### src/logic/lis_pkg.sv
/*
 * constants, field positions and state codes for the lcd input select block.
 * assumes a 125 MHz system clock and a slower external shift clock.
 */
`default_nettype none
package lis_pkg;
  // data path widths
  localparam int unsigned DATA_W = 8;
  localparam int unsigned NIB_W = 4;
  localparam int unsigned CNT_W = 8;
  localparam int unsigned FIFO_DEPTH = 4;
  // bits accepted per line before deselect
  localparam logic [CNT_W-1:0] LINE_BITS = 8'hA0;
  localparam logic [CNT_W-1:0] NIB_STEP = 8'h04;
  localparam logic [CNT_W-1:0] BYTE_STEP = 8'h08;
  localparam logic [CNT_W-1:0] CNT_RESET = 8'h00;
  localparam logic [DATA_W-1:0] DATA_RESET = 8'h00;
  localparam logic [NIB_W-1:0] NIB_RESET = 4'h0;
  // positions inside the synchroniser vector
  localparam int unsigned SY_DATA_LO = 0;
  localparam int unsigned SY_SCK = 8;
  localparam int unsigned SY_LP = 9;
  localparam int unsigned SY_PIN_A = 10;
  localparam int unsigned SY_PIN_B = 11;
  localparam int unsigned SY_WIDE = 12;
  localparam int unsigned SY_COMMON = 13;
  localparam int unsigned SY_DIR = 14;
  localparam int unsigned SYNC_W = 15;
  localparam logic [SYNC_W-1:0] SYNC_RESET = 15'h0000;
  // selection sequence, one-hot
  typedef enum logic [3:0] {
    ST_IDLE = 4'h1,
    ST_ARMED = 4'h2,
    ST_SELECT = 4'h4,
    ST_DONE = 4'h8
  } lis_state_t;
endpackage
`default_nettype wire

### src/logic/lis_fifo.sv
/*
 * shift-register fifo; the head entry and all flags are flip-flops.
 * assumes a reset already synchronised to clock.
 */
`timescale 1ns/10ps
`default_nettype none
module lis_fifo #(
  parameter int unsigned WIDTH = 8,
  parameter int unsigned DEPTH = 4
) (
  input wire logic clock,
  input wire logic rst_n,
  input wire logic in_valid,
  output logic in_ready,
  input wire logic [WIDTH-1:0] in_data,
  output logic out_valid,
  input wire logic out_ready,
  output logic [WIDTH-1:0] out_data
);
  logic [WIDTH-1:0] mem_q [DEPTH];
  logic [WIDTH-1:0] mem_d [DEPTH];
  logic [DEPTH-1:0] vld_q;
  logic [DEPTH-1:0] vld_d;
  logic pop;
  logic push;
  logic placed;

  // head and full flag straight from flops
  assign out_data = mem_q[0];
  assign out_valid = vld_q[0];
  assign in_ready = ~vld_q[DEPTH-1];
  assign pop = vld_q[0] & out_ready;
  assign push = in_valid & ~vld_q[DEPTH-1];

  // shift down on pop, then fill the first free slot
  always_comb begin
    placed = 1'b0;
    for (int i = 0; i < DEPTH; i++) begin
      if (pop && i < DEPTH - 1) begin
        mem_d[i] = mem_q[i+1];
        vld_d[i] = vld_q[i+1];
      end else if (pop) begin
        mem_d[i] = mem_q[i];
        vld_d[i] = 1'b0;
      end else begin
        mem_d[i] = mem_q[i];
        vld_d[i] = vld_q[i];
      end
    end
    for (int i = 0; i < DEPTH; i++) begin
      if (push && !placed && !vld_d[i]) begin
        mem_d[i] = in_data;
        vld_d[i] = 1'b1;
        placed = 1'b1;
      end
    end
  end

  // storage registers
  always_ff @(posedge clock or negedge rst_n) begin
    if (!rst_n) begin
      vld_q <= '0;
      for (int i = 0; i < DEPTH; i++) begin
        mem_q[i] <= '0;
      end
    end else begin
      vld_q <= vld_d;
      mem_q <= mem_d;
    end
  end
endmodule
`default_nettype wire

### src/logic/lis_input_select.sv
/*
 * active control and serial to parallel capture of an lcd driver input.
 * assumes all pins are asynchronous to clock and the shift clock runs
 * well below a quarter of the clock rate; a consumer drains byte_data.
 */
`timescale 1ns/10ps
`default_nettype none
// Contract
// RULE1: segment mode keeps an active control deciding chip selected or not.
// RULE2: accept data only after line latch, then chip select, in order.
// RULE3: keep select active until exactly 160 data bits are captured. The code also drops select back to ST_ARMED on a latch pulse.
// RULE4: after the last bit drive cascade select out and deselect.
// RULE5: common mode uses active control for bidirectional pin direction.
// RULE6: 4-bit width joins two shift clocks into one held byte.
// RULE7: 8-bit width takes one byte per shift clock.
// RULE8: each held byte goes onto the internal bus one byte at once.
// RULE9: deselected ignores shift clocks until next latch and select.
module lis_input_select
  import lis_pkg::*;
(
  input wire logic clock,
  input wire logic rst_n,
  input wire logic data_shift_clock,
  input wire logic line_latch_pulse,
  input wire logic [lis_pkg::DATA_W-1:0] display_data_inputs,
  input wire logic wide_mode,
  input wire logic common_mode,
  input wire logic common_dir,
  input wire logic cascade_a_in,
  output logic cascade_a_out,
  output logic cascade_a_oe,
  input wire logic cascade_b_in,
  output logic cascade_b_out,
  output logic cascade_b_oe,
  output logic chip_selected,
  output logic overrun,
  output logic [lis_pkg::DATA_W-1:0] byte_data,
  output logic byte_valid,
  input wire logic byte_ready
);
  import lis_pkg::*;

  logic rst_s1_q;
  logic rst_s2_q;
  logic [SYNC_W-1:0] sync1_q;
  logic [SYNC_W-1:0] sync2_q;
  logic sck_prev_q;
  logic lp_prev_q;
  logic sck_fall;
  logic lp_rise;
  logic [DATA_W-1:0] din;
  logic pin_a;
  logic pin_b;
  logic wide;
  logic common;
  logic dir;
  lis_state_t state_q;
  lis_state_t state_d;
  logic [CNT_W-1:0] bits_q;
  logic [CNT_W-1:0] bits_d;
  logic [NIB_W-1:0] nib_q;
  logic [NIB_W-1:0] nib_d;
  logic phase_q;
  logic phase_d;
  logic push_valid_q;
  logic push_valid_d;
  logic [DATA_W-1:0] push_data_q;
  logic [DATA_W-1:0] push_data_d;
  logic overrun_q;
  logic overrun_d;
  logic sel_q;
  logic sel_d;
  logic a_out_q;
  logic a_out_d;
  logic a_oe_q;
  logic a_oe_d;
  logic b_out_q;
  logic b_out_d;
  logic b_oe_q;
  logic b_oe_d;
  logic fifo_in_ready;
  logic byte_made;
  logic [DATA_W-1:0] byte_new;
  logic [CNT_W-1:0] bits_next;

  // reset release through two flops
  always_ff @(posedge clock or negedge rst_n) begin
    if (!rst_n) begin
      rst_s1_q <= 1'b0;
      rst_s2_q <= 1'b0;
    end else begin
      rst_s1_q <= 1'b1;
      rst_s2_q <= rst_s1_q;
    end
  end

  // two-flop synchronisers and edge history
  always_ff @(posedge clock or negedge rst_s2_q) begin
    if (!rst_s2_q) begin
      sync1_q <= SYNC_RESET;
      sync2_q <= SYNC_RESET;
      sck_prev_q <= 1'b0;
      lp_prev_q <= 1'b0;
    end else begin
      sync1_q <= {common_dir, common_mode, wide_mode, cascade_b_in,
                  cascade_a_in, line_latch_pulse, data_shift_clock,
                  display_data_inputs};
      sync2_q <= sync1_q;
      sck_prev_q <= sync2_q[SY_SCK];
      lp_prev_q <= sync2_q[SY_LP];
    end
  end

  // decoded synchronised inputs
  assign din = sync2_q[SY_DATA_LO +: DATA_W];
  assign pin_a = sync2_q[SY_PIN_A];
  assign pin_b = sync2_q[SY_PIN_B];
  assign wide = sync2_q[SY_WIDE];
  assign common = sync2_q[SY_COMMON];
  assign dir = sync2_q[SY_DIR];
  assign sck_fall = sck_prev_q & ~sync2_q[SY_SCK];
  assign lp_rise = ~lp_prev_q & sync2_q[SY_LP];

  // selection sequence and capture
  always_comb begin
    state_d = state_q;
    bits_d = bits_q;
    nib_d = nib_q;
    phase_d = phase_q;
    sel_d = 1'b0;
    byte_made = 1'b0;
    byte_new = DATA_RESET;
    bits_next = bits_q;
    if (common) begin
      state_d = ST_IDLE;
    end else begin
      unique case (state_q)
        ST_IDLE, ST_DONE: begin
          // RULE9: ignore shift clocks while deselected
          if (lp_rise) begin
            state_d = ST_ARMED;
          end
        end
        ST_ARMED: begin
          // RULE2: select only after latch then chip select
          if (pin_a) begin
            state_d = ST_SELECT;
            bits_d = CNT_RESET;
            phase_d = 1'b0;
          end
        end
        ST_SELECT: begin
          if (sck_fall && wide) begin
            // RULE7: one clock gives a byte
            byte_made = 1'b1;
            byte_new = din;
            bits_next = bits_q + BYTE_STEP;
          end else if (sck_fall && !phase_q) begin
            // RULE6: first nibble held
            nib_d = din[NIB_W-1:0];
            phase_d = 1'b1;
            bits_next = bits_q + NIB_STEP;
          end else if (sck_fall) begin
            // RULE6: second nibble completes byte
            byte_made = 1'b1;
            byte_new = {nib_q, din[NIB_W-1:0]};
            phase_d = 1'b0;
            bits_next = bits_q + NIB_STEP;
          end
          bits_d = bits_next;
          // RULE3: deselect at exactly the line count
          if (bits_next >= LINE_BITS) begin
            state_d = ST_DONE;
          end else if (lp_rise) begin
            state_d = ST_ARMED;
          end
        end
      endcase
    end
    // RULE1: selected flag set while the next state is ST_SELECT
    sel_d = (state_d == ST_SELECT);
  end

  // byte hand-off towards the fifo
  always_comb begin
    push_valid_d = push_valid_q & ~fifo_in_ready;
    push_data_d = push_data_q;
    overrun_d = overrun_q & ~lp_rise;
    if (byte_made) begin
      // RULE8: byte onto the internal bus
      push_valid_d = 1'b1;
      push_data_d = byte_new;
      if (push_valid_q && !fifo_in_ready) begin
        overrun_d = 1'b1; // lost byte, set beats clear
      end
    end
  end

  // pin drive and direction
  always_comb begin
    if (common) begin
      // RULE5: direction chosen in common mode
      a_oe_d = dir;
      b_oe_d = ~dir;
      a_out_d = dir & pin_b;
      b_out_d = ~dir & pin_a;
    end else begin
      // RULE4: cascade select once line complete
      a_oe_d = 1'b0;
      a_out_d = 1'b0;
      b_oe_d = 1'b1;
      b_out_d = (state_d == ST_DONE);
    end
  end

  // state registers
  always_ff @(posedge clock or negedge rst_s2_q) begin
    if (!rst_s2_q) begin
      state_q <= ST_IDLE;
      bits_q <= CNT_RESET;
      nib_q <= NIB_RESET;
      phase_q <= 1'b0;
      sel_q <= 1'b0;
      push_valid_q <= 1'b0;
      push_data_q <= DATA_RESET;
      overrun_q <= 1'b0;
      a_out_q <= 1'b0;
      a_oe_q <= 1'b0;
      b_out_q <= 1'b0;
      b_oe_q <= 1'b0;
    end else begin
      state_q <= state_d;
      bits_q <= bits_d;
      nib_q <= nib_d;
      phase_q <= phase_d;
      sel_q <= sel_d;
      push_valid_q <= push_valid_d;
      push_data_q <= push_data_d;
      overrun_q <= overrun_d;
      a_out_q <= a_out_d;
      a_oe_q <= a_oe_d;
      b_out_q <= b_out_d;
      b_oe_q <= b_oe_d;
    end
  end

  // four-entry buffer in the byte path
  lis_fifo #(
    .WIDTH(DATA_W),
    .DEPTH(FIFO_DEPTH)
  ) u_fifo (
    .clock(clock),
    .rst_n(rst_s2_q),
    .in_valid(push_valid_q),
    .in_ready(fifo_in_ready),
    .in_data(push_data_q),
    .out_valid(byte_valid),
    .out_ready(byte_ready),
    .out_data(byte_data)
  );

  assign chip_selected = sel_q;
  assign overrun = overrun_q;
  assign cascade_a_out = a_out_q;
  assign cascade_a_oe = a_oe_q;
  assign cascade_b_out = b_out_q;
  assign cascade_b_oe = b_oe_q;
endmodule
`default_nettype wire

### config.mk
export PLATFORM = sky130hd
export DESIGN_NAME = lis_input_select
export DESIGN_NICKNAME = d
export VERILOG_FILES = /design/src/logic/lis_pkg.sv /design/src/logic/lis_fifo.sv /design/src/logic/lis_input_select.sv
export SDC_FILE = /design/constraint.sdc
export NUM_CORES = 1
export LEC_CHECK = 0
export ABC_AREA = 1
export BUFFER_PORTS_ARGS = -buffer_cell sky130_fd_sc_hd__buf_4
export CAP_MARGIN = 30
export CORE_UTILIZATION = 55
export CTS_CLUSTER_DIAMETER = 40
export DETAILED_ROUTE_END_ITERATION = 7
export GPL_TIMING_DRIVEN = 0
export PLACE_DENSITY_LB_ADDON = 0.05
export RECOVER_POWER = 50
export SLEW_MARGIN = 5
export SYNTH_ARGS = -nofsm -noshare
export SYNTH_HDL_FRONTEND = slang
export SYNTH_SLANG_ARGS = --single-unit
### constraint.sdc
create_clock -name clock -period 3.4 [get_ports clock]
set_clock_uncertainty 0.05 [all_clocks]
set_input_delay 0.85 -clock clock [delete_from_list [all_inputs] [get_ports clock]]
set_output_delay 0.85 -clock clock [all_outputs]
set_load 0.03 [all_outputs]
==> qor.log <==
INFO  status         status=finished, final reports clean
INFO  global_routing pin_count_of_the_biggest_net_entering_global_routing=70
INFO  cts            cts-buffers-inserted=9
INFO  logic_synthesis synth_top_cells_by_count=99 x sky130_fd_sc_hd__dfrtp_1, 59 x sky130_fd_sc_hd__nand3_1, 52 x sky130_fd_sc_hd__nand2_1
INFO  logic_synthesis synth-seq-area-share=0.6176
INFO  setup_path     critical-path-max-stage-delay=0.39ns
INFO  sta            rsz0062_at_grt=no
INFO  sta            fin_crit_sh=0.5682
INFO  cells_and_area final_nets=461
INFO  logic_synthesis post_synth_edffs=0
INFO  sta            final-hold-violation-count=0
INFO  drt            drc=0
INFO  setup_path     path_cells=buf_4 -> buf_4
INFO  power_and_ir_drop total_power_consumption_of_the_routed_design=2039µW
INFO  cts            clock_insertion_delay_worst_skew=0.36ns
INFO  logic_synthesis synth_seq_cells=100
INFO  cells_and_area drive_above_1_share=0.1951
INFO  sta            slew-limit-headroom=0.2025
INFO  die            chipWidth=87.85µm
INFO  drt            drt_pre_antenna_iters=4
INFO  logic_synthesis yosysTopAreaCell=sky130_fd_sc_hd__dfrtp_1
INFO  logic_synthesis most_area_consuming_cells_after_synthesis=sky130_fd_sc_hd__dfrtp_1 61%, sky130_fd_sc_hd__nand3_1 7.3%, sky130_fd_sc_hd__nand2_1 4.8%, sky130_fd_sc_hd__inv_1 4.7%, sky130_fd_sc_hd__o211ai_1 4.6%
INFO  setup_path     critical_path.slowest_cell=sky130_fd_sc_hd__dfrtp_1
INFO  logic_synthesis synth.top_cell.area_share=0.6111
INFO  power_and_ir_drop maximum_resistive_drop_on_vdd=0.0003527V
INFO  sta            maxSlewViolCount=0
INFO  setup_path     worstSetupPathType=flop to output port
INFO  die            fp.coreArea=6944µm²
INFO  setup_path     critPathLaunchType=flop
INFO  die            start_util=0.5838
INFO  setup_path     crit_required=2.50ns
INFO  power_and_ir_drop p_leak=0.002168µW
INFO  sta            setup_tns=0ns
INFO  setup_path     rr_startpoint=sync2_q[8]$_DFF_PN0_
INFO  cts            cts-hold-fix-buffers=0
INFO  sta            worst_slew_pin_slew=1.196ns
INFO  setup_path     critical_path_arrival=1.03ns
INFO  cts            cts.reportedPaths.clkPinSlew=0.10ns
INFO  logic_synthesis dominantRegCellSynth=sky130_fd_sc_hd__dfrtp_1
INFO  logic_synthesis synthesis.yosys.warnings=0
INFO  cts            cts_tree=built
INFO  logic_synthesis synth.distinct_cells=39
INFO  cells_and_area final_core_util=0.6670
INFO  global_routing antenna_found_initial=0
INFO  setup_path     regToRegEndpoint=phase_q$_DFFE_PN0P_
INFO  min_path       min-delay-path-class=input pin to asynchronous set/reset pin
INFO  logic_synthesis post_synth.cell_area_avg=10.21µm²
INFO  global_routing grt_pass1_vias=2626
INFO  setup_path     ff2ff_setup_slack=1.48ns
INFO  placement      gpl.final_weighted_congestion=0.8538
INFO  drt            route.final.wire_length=6624µm
INFO  sta            setup_violators_final=0
INFO  logic_synthesis netlist_instances=397
INFO  drt            drt-met1-wl=3059µm
INFO  die            floorplan.die.height=87.85µm
INFO  run            max_cap_viol_count=0
INFO  drt            detail_route.iter0.violations=159
INFO  die            die_area=7718µm²
INFO  cts            clock_path_buffers=2
INFO  drt            viasPerCell=5.114
INFO  sta            min_period=1.932ns
INFO  placement      io_buffers=32
INFO  global_routing grt_remaining_overflow=0
INFO  cts            clock_net_sink_count=100
INFO  drt            drtAntennaViolNets=0
INFO  cts            post-cts-setup-buffer-count=0
INFO  cells_and_area final_cell_count_no_fill=542
INFO  setup_path     crit_top_cell=sky130_fd_sc_hd__buf_4
INFO  cells_and_area count_of_inserted_antenna_diode_cells=0
INFO  drt            routed.top_layer=met4
INFO  placement      place.detailed.hpwl=4850µm
INFO  drt            met2_wirelength=3167µm
INFO  global_routing grt_pass1_wl=11750µm
INFO  setup_path     end_kind=output port
INFO  drt            met3_length=298µm
INFO  die            placementRows=30
INFO  power_and_ir_drop power.density_cell_area=440.3nW/µm²
INFO  cts            cts_htree_levels=3
INFO  logic_synthesis async_flop_share=1.000
INFO  global_routing groute.usage.overall=0.2012
INFO  drt            wire_per_inst=12.22µm
INFO  setup_path     worst-r2r-cell-count=6
INFO  drt            via_count=2772
INFO  cts            root_buffer=sky130_fd_sc_hd__clkbuf_8
INFO  cells_and_area flow.area_growth_from_synthesis=14.26%
INFO  cts            cts_resized=0
INFO  logic_synthesis synth.cell_area=4054µm²
INFO  logic_synthesis postSynthNetCount=417
INFO  setup_path     cp_max_fanout=2
INFO  die            floorplan.io_pins=33
INFO  sta            fmax=0.5176GHz
INFO  placement      place.detailed.instances=526
INFO  logic_synthesis yosysMostFrequentCell=sky130_fd_sc_hd__dfrtp_1
[state kept, by name, summed over array words and instances (netlist names), 4 cells and up]
signal,cells
bits_q,6
nib_q,4
push_data_q,8
state_q,4
sync1_q,15
sync2_q,15
u_fifo.mem_q,24
u_fifo.out_data,8
u_fifo.vld_q,4
[critical path, delay by kind of cell (launching register included)]
family	cells	cell delay [ns]
buffers and inverters	2	0.28
flip-flops	1	0.39
[cell type report]
| type | count | area, µm² |
|---|---|---|
| clock buffer | 10 | 137.6 |
| inverter | 55 | 206.4 |
| clock inverter | 6 | 56.30 |
| buffer | 22 | 138.9 |
| multi-input combinational | 220 | 1205 |
| fill | 575 | 2312 |
| timing repair buffer | 33 | 264.0 |
| sequential | 100 | 2504 |
| tap | 96 | 120.1 |
[how the worst max path moves through the flow]
| stage | start | slack (ns) | cells past startpoint | end |
|---|---|---|---|---|
| 2_1_floorplan | rst_s2_q$_DFF_PN0_ | 0.36 | 0 | bits_q[2]$_DFFE_PN0P_ |
| 3_3_place_gp | rst_s2_q$_DFF_PN0_ | -0.59 | 0 | sync2_q[11]$_DFF_PN0_ |
| 3_5_place_dp | byte_ready | 1.09 | 8 | u_fifo.mem_q[14]$_DFFE_PN0P_ |
| 4_1_cts | u_fifo.out_data[7]$_DFFE_PN0P_ | 1.45 | 2 | byte_data[7] |
| 5_1_grt | state_q[3]$_DFF_PN0_ | 1.31 | 8 | phase_q$_DFFE_PN0P_ |
| 6_report | u_fifo.out_data[7]$_DFFE_PN0P_ | 1.47 | 2 | byte_data[7] |
[cell families after synthesis]
kind of cell,count (synthesis),synth area share
AO/OA/AOI/OAI,70,0.1204
AND/OR/NAND/NOR,146,0.1670
buffers and inverters,77,0.08518
other,1,0.0009250
flip-flops,100,0.6176
adder cells (fa/ha/maj),2,0.006172
multiplexers,1,0.002778
[where the power goes]
group          switching [µW]  internal (µW)  leakage, µW
logic                    51.0           28.7     0.000821
clock network             418            301    0.0000969
registers                20.8           1220      0.00125
[per-layer routing]
| layer | global-route usage | vias up |
|---|---|---|
| li1 | - | 1409 |
| met2 | 0.3291 | 61 |
| met4 | 0.08346 | 0 |
| met1 | 0.2622 | 1293 |
| met3 | 0.04336 | 9 |
| met5 | 0 | - |
[metrics by stage]
stage          instance area (µm²)  setup slack, ns  hold WS, ns
6_report                      4632            1.468       0.1959
5_1_grt                       4632            1.308       0.1739
4_1_cts                       4639            1.447       0.1791
3_5_place_dp                  4446            1.095       0.2207
3_3_place_gp                  4414          -0.5935       0.2813
2_1_floorplan                 4054           0.3599       0.2812
[cells in the final DEF, fill, tap and decap left out, types with 2 or more instances in the layout]
cell	instances
sky130_fd_sc_hd__inv_2	4
sky130_fd_sc_hd__inv_8	2
sky130_fd_sc_hd__o21ai_0	15
sky130_fd_sc_hd__clkbuf_8	10
sky130_fd_sc_hd__o21ai_2	8
sky130_fd_sc_hd__nor2_1	20
sky130_fd_sc_hd__ha_1	2
sky130_fd_sc_hd__inv_1	51
sky130_fd_sc_hd__nand4_1	2
sky130_fd_sc_hd__o22ai_1	2
sky130_fd_sc_hd__buf_2	2
sky130_fd_sc_hd__nand3_1	59
sky130_fd_sc_hd__buf_1	5
sky130_fd_sc_hd__nand2_2	3
sky130_fd_sc_hd__o211ai_1	25
sky130_fd_sc_hd__nor2_2	3
sky130_fd_sc_hd__clkbuf_4	15
sky130_fd_sc_hd__clkbuf_1	6
sky130_fd_sc_hd__nor2_4	3
sky130_fd_sc_hd__clkinv_4	2
sky130_fd_sc_hd__a311oi_1	4
sky130_fd_sc_hd__dfrtp_1	99
sky130_fd_sc_hd__nand2_1	52
sky130_fd_sc_hd__a21oi_1	7
sky130_fd_sc_hd__buf_4	24
Note: power is estimated with default switching activity, not from simulation.
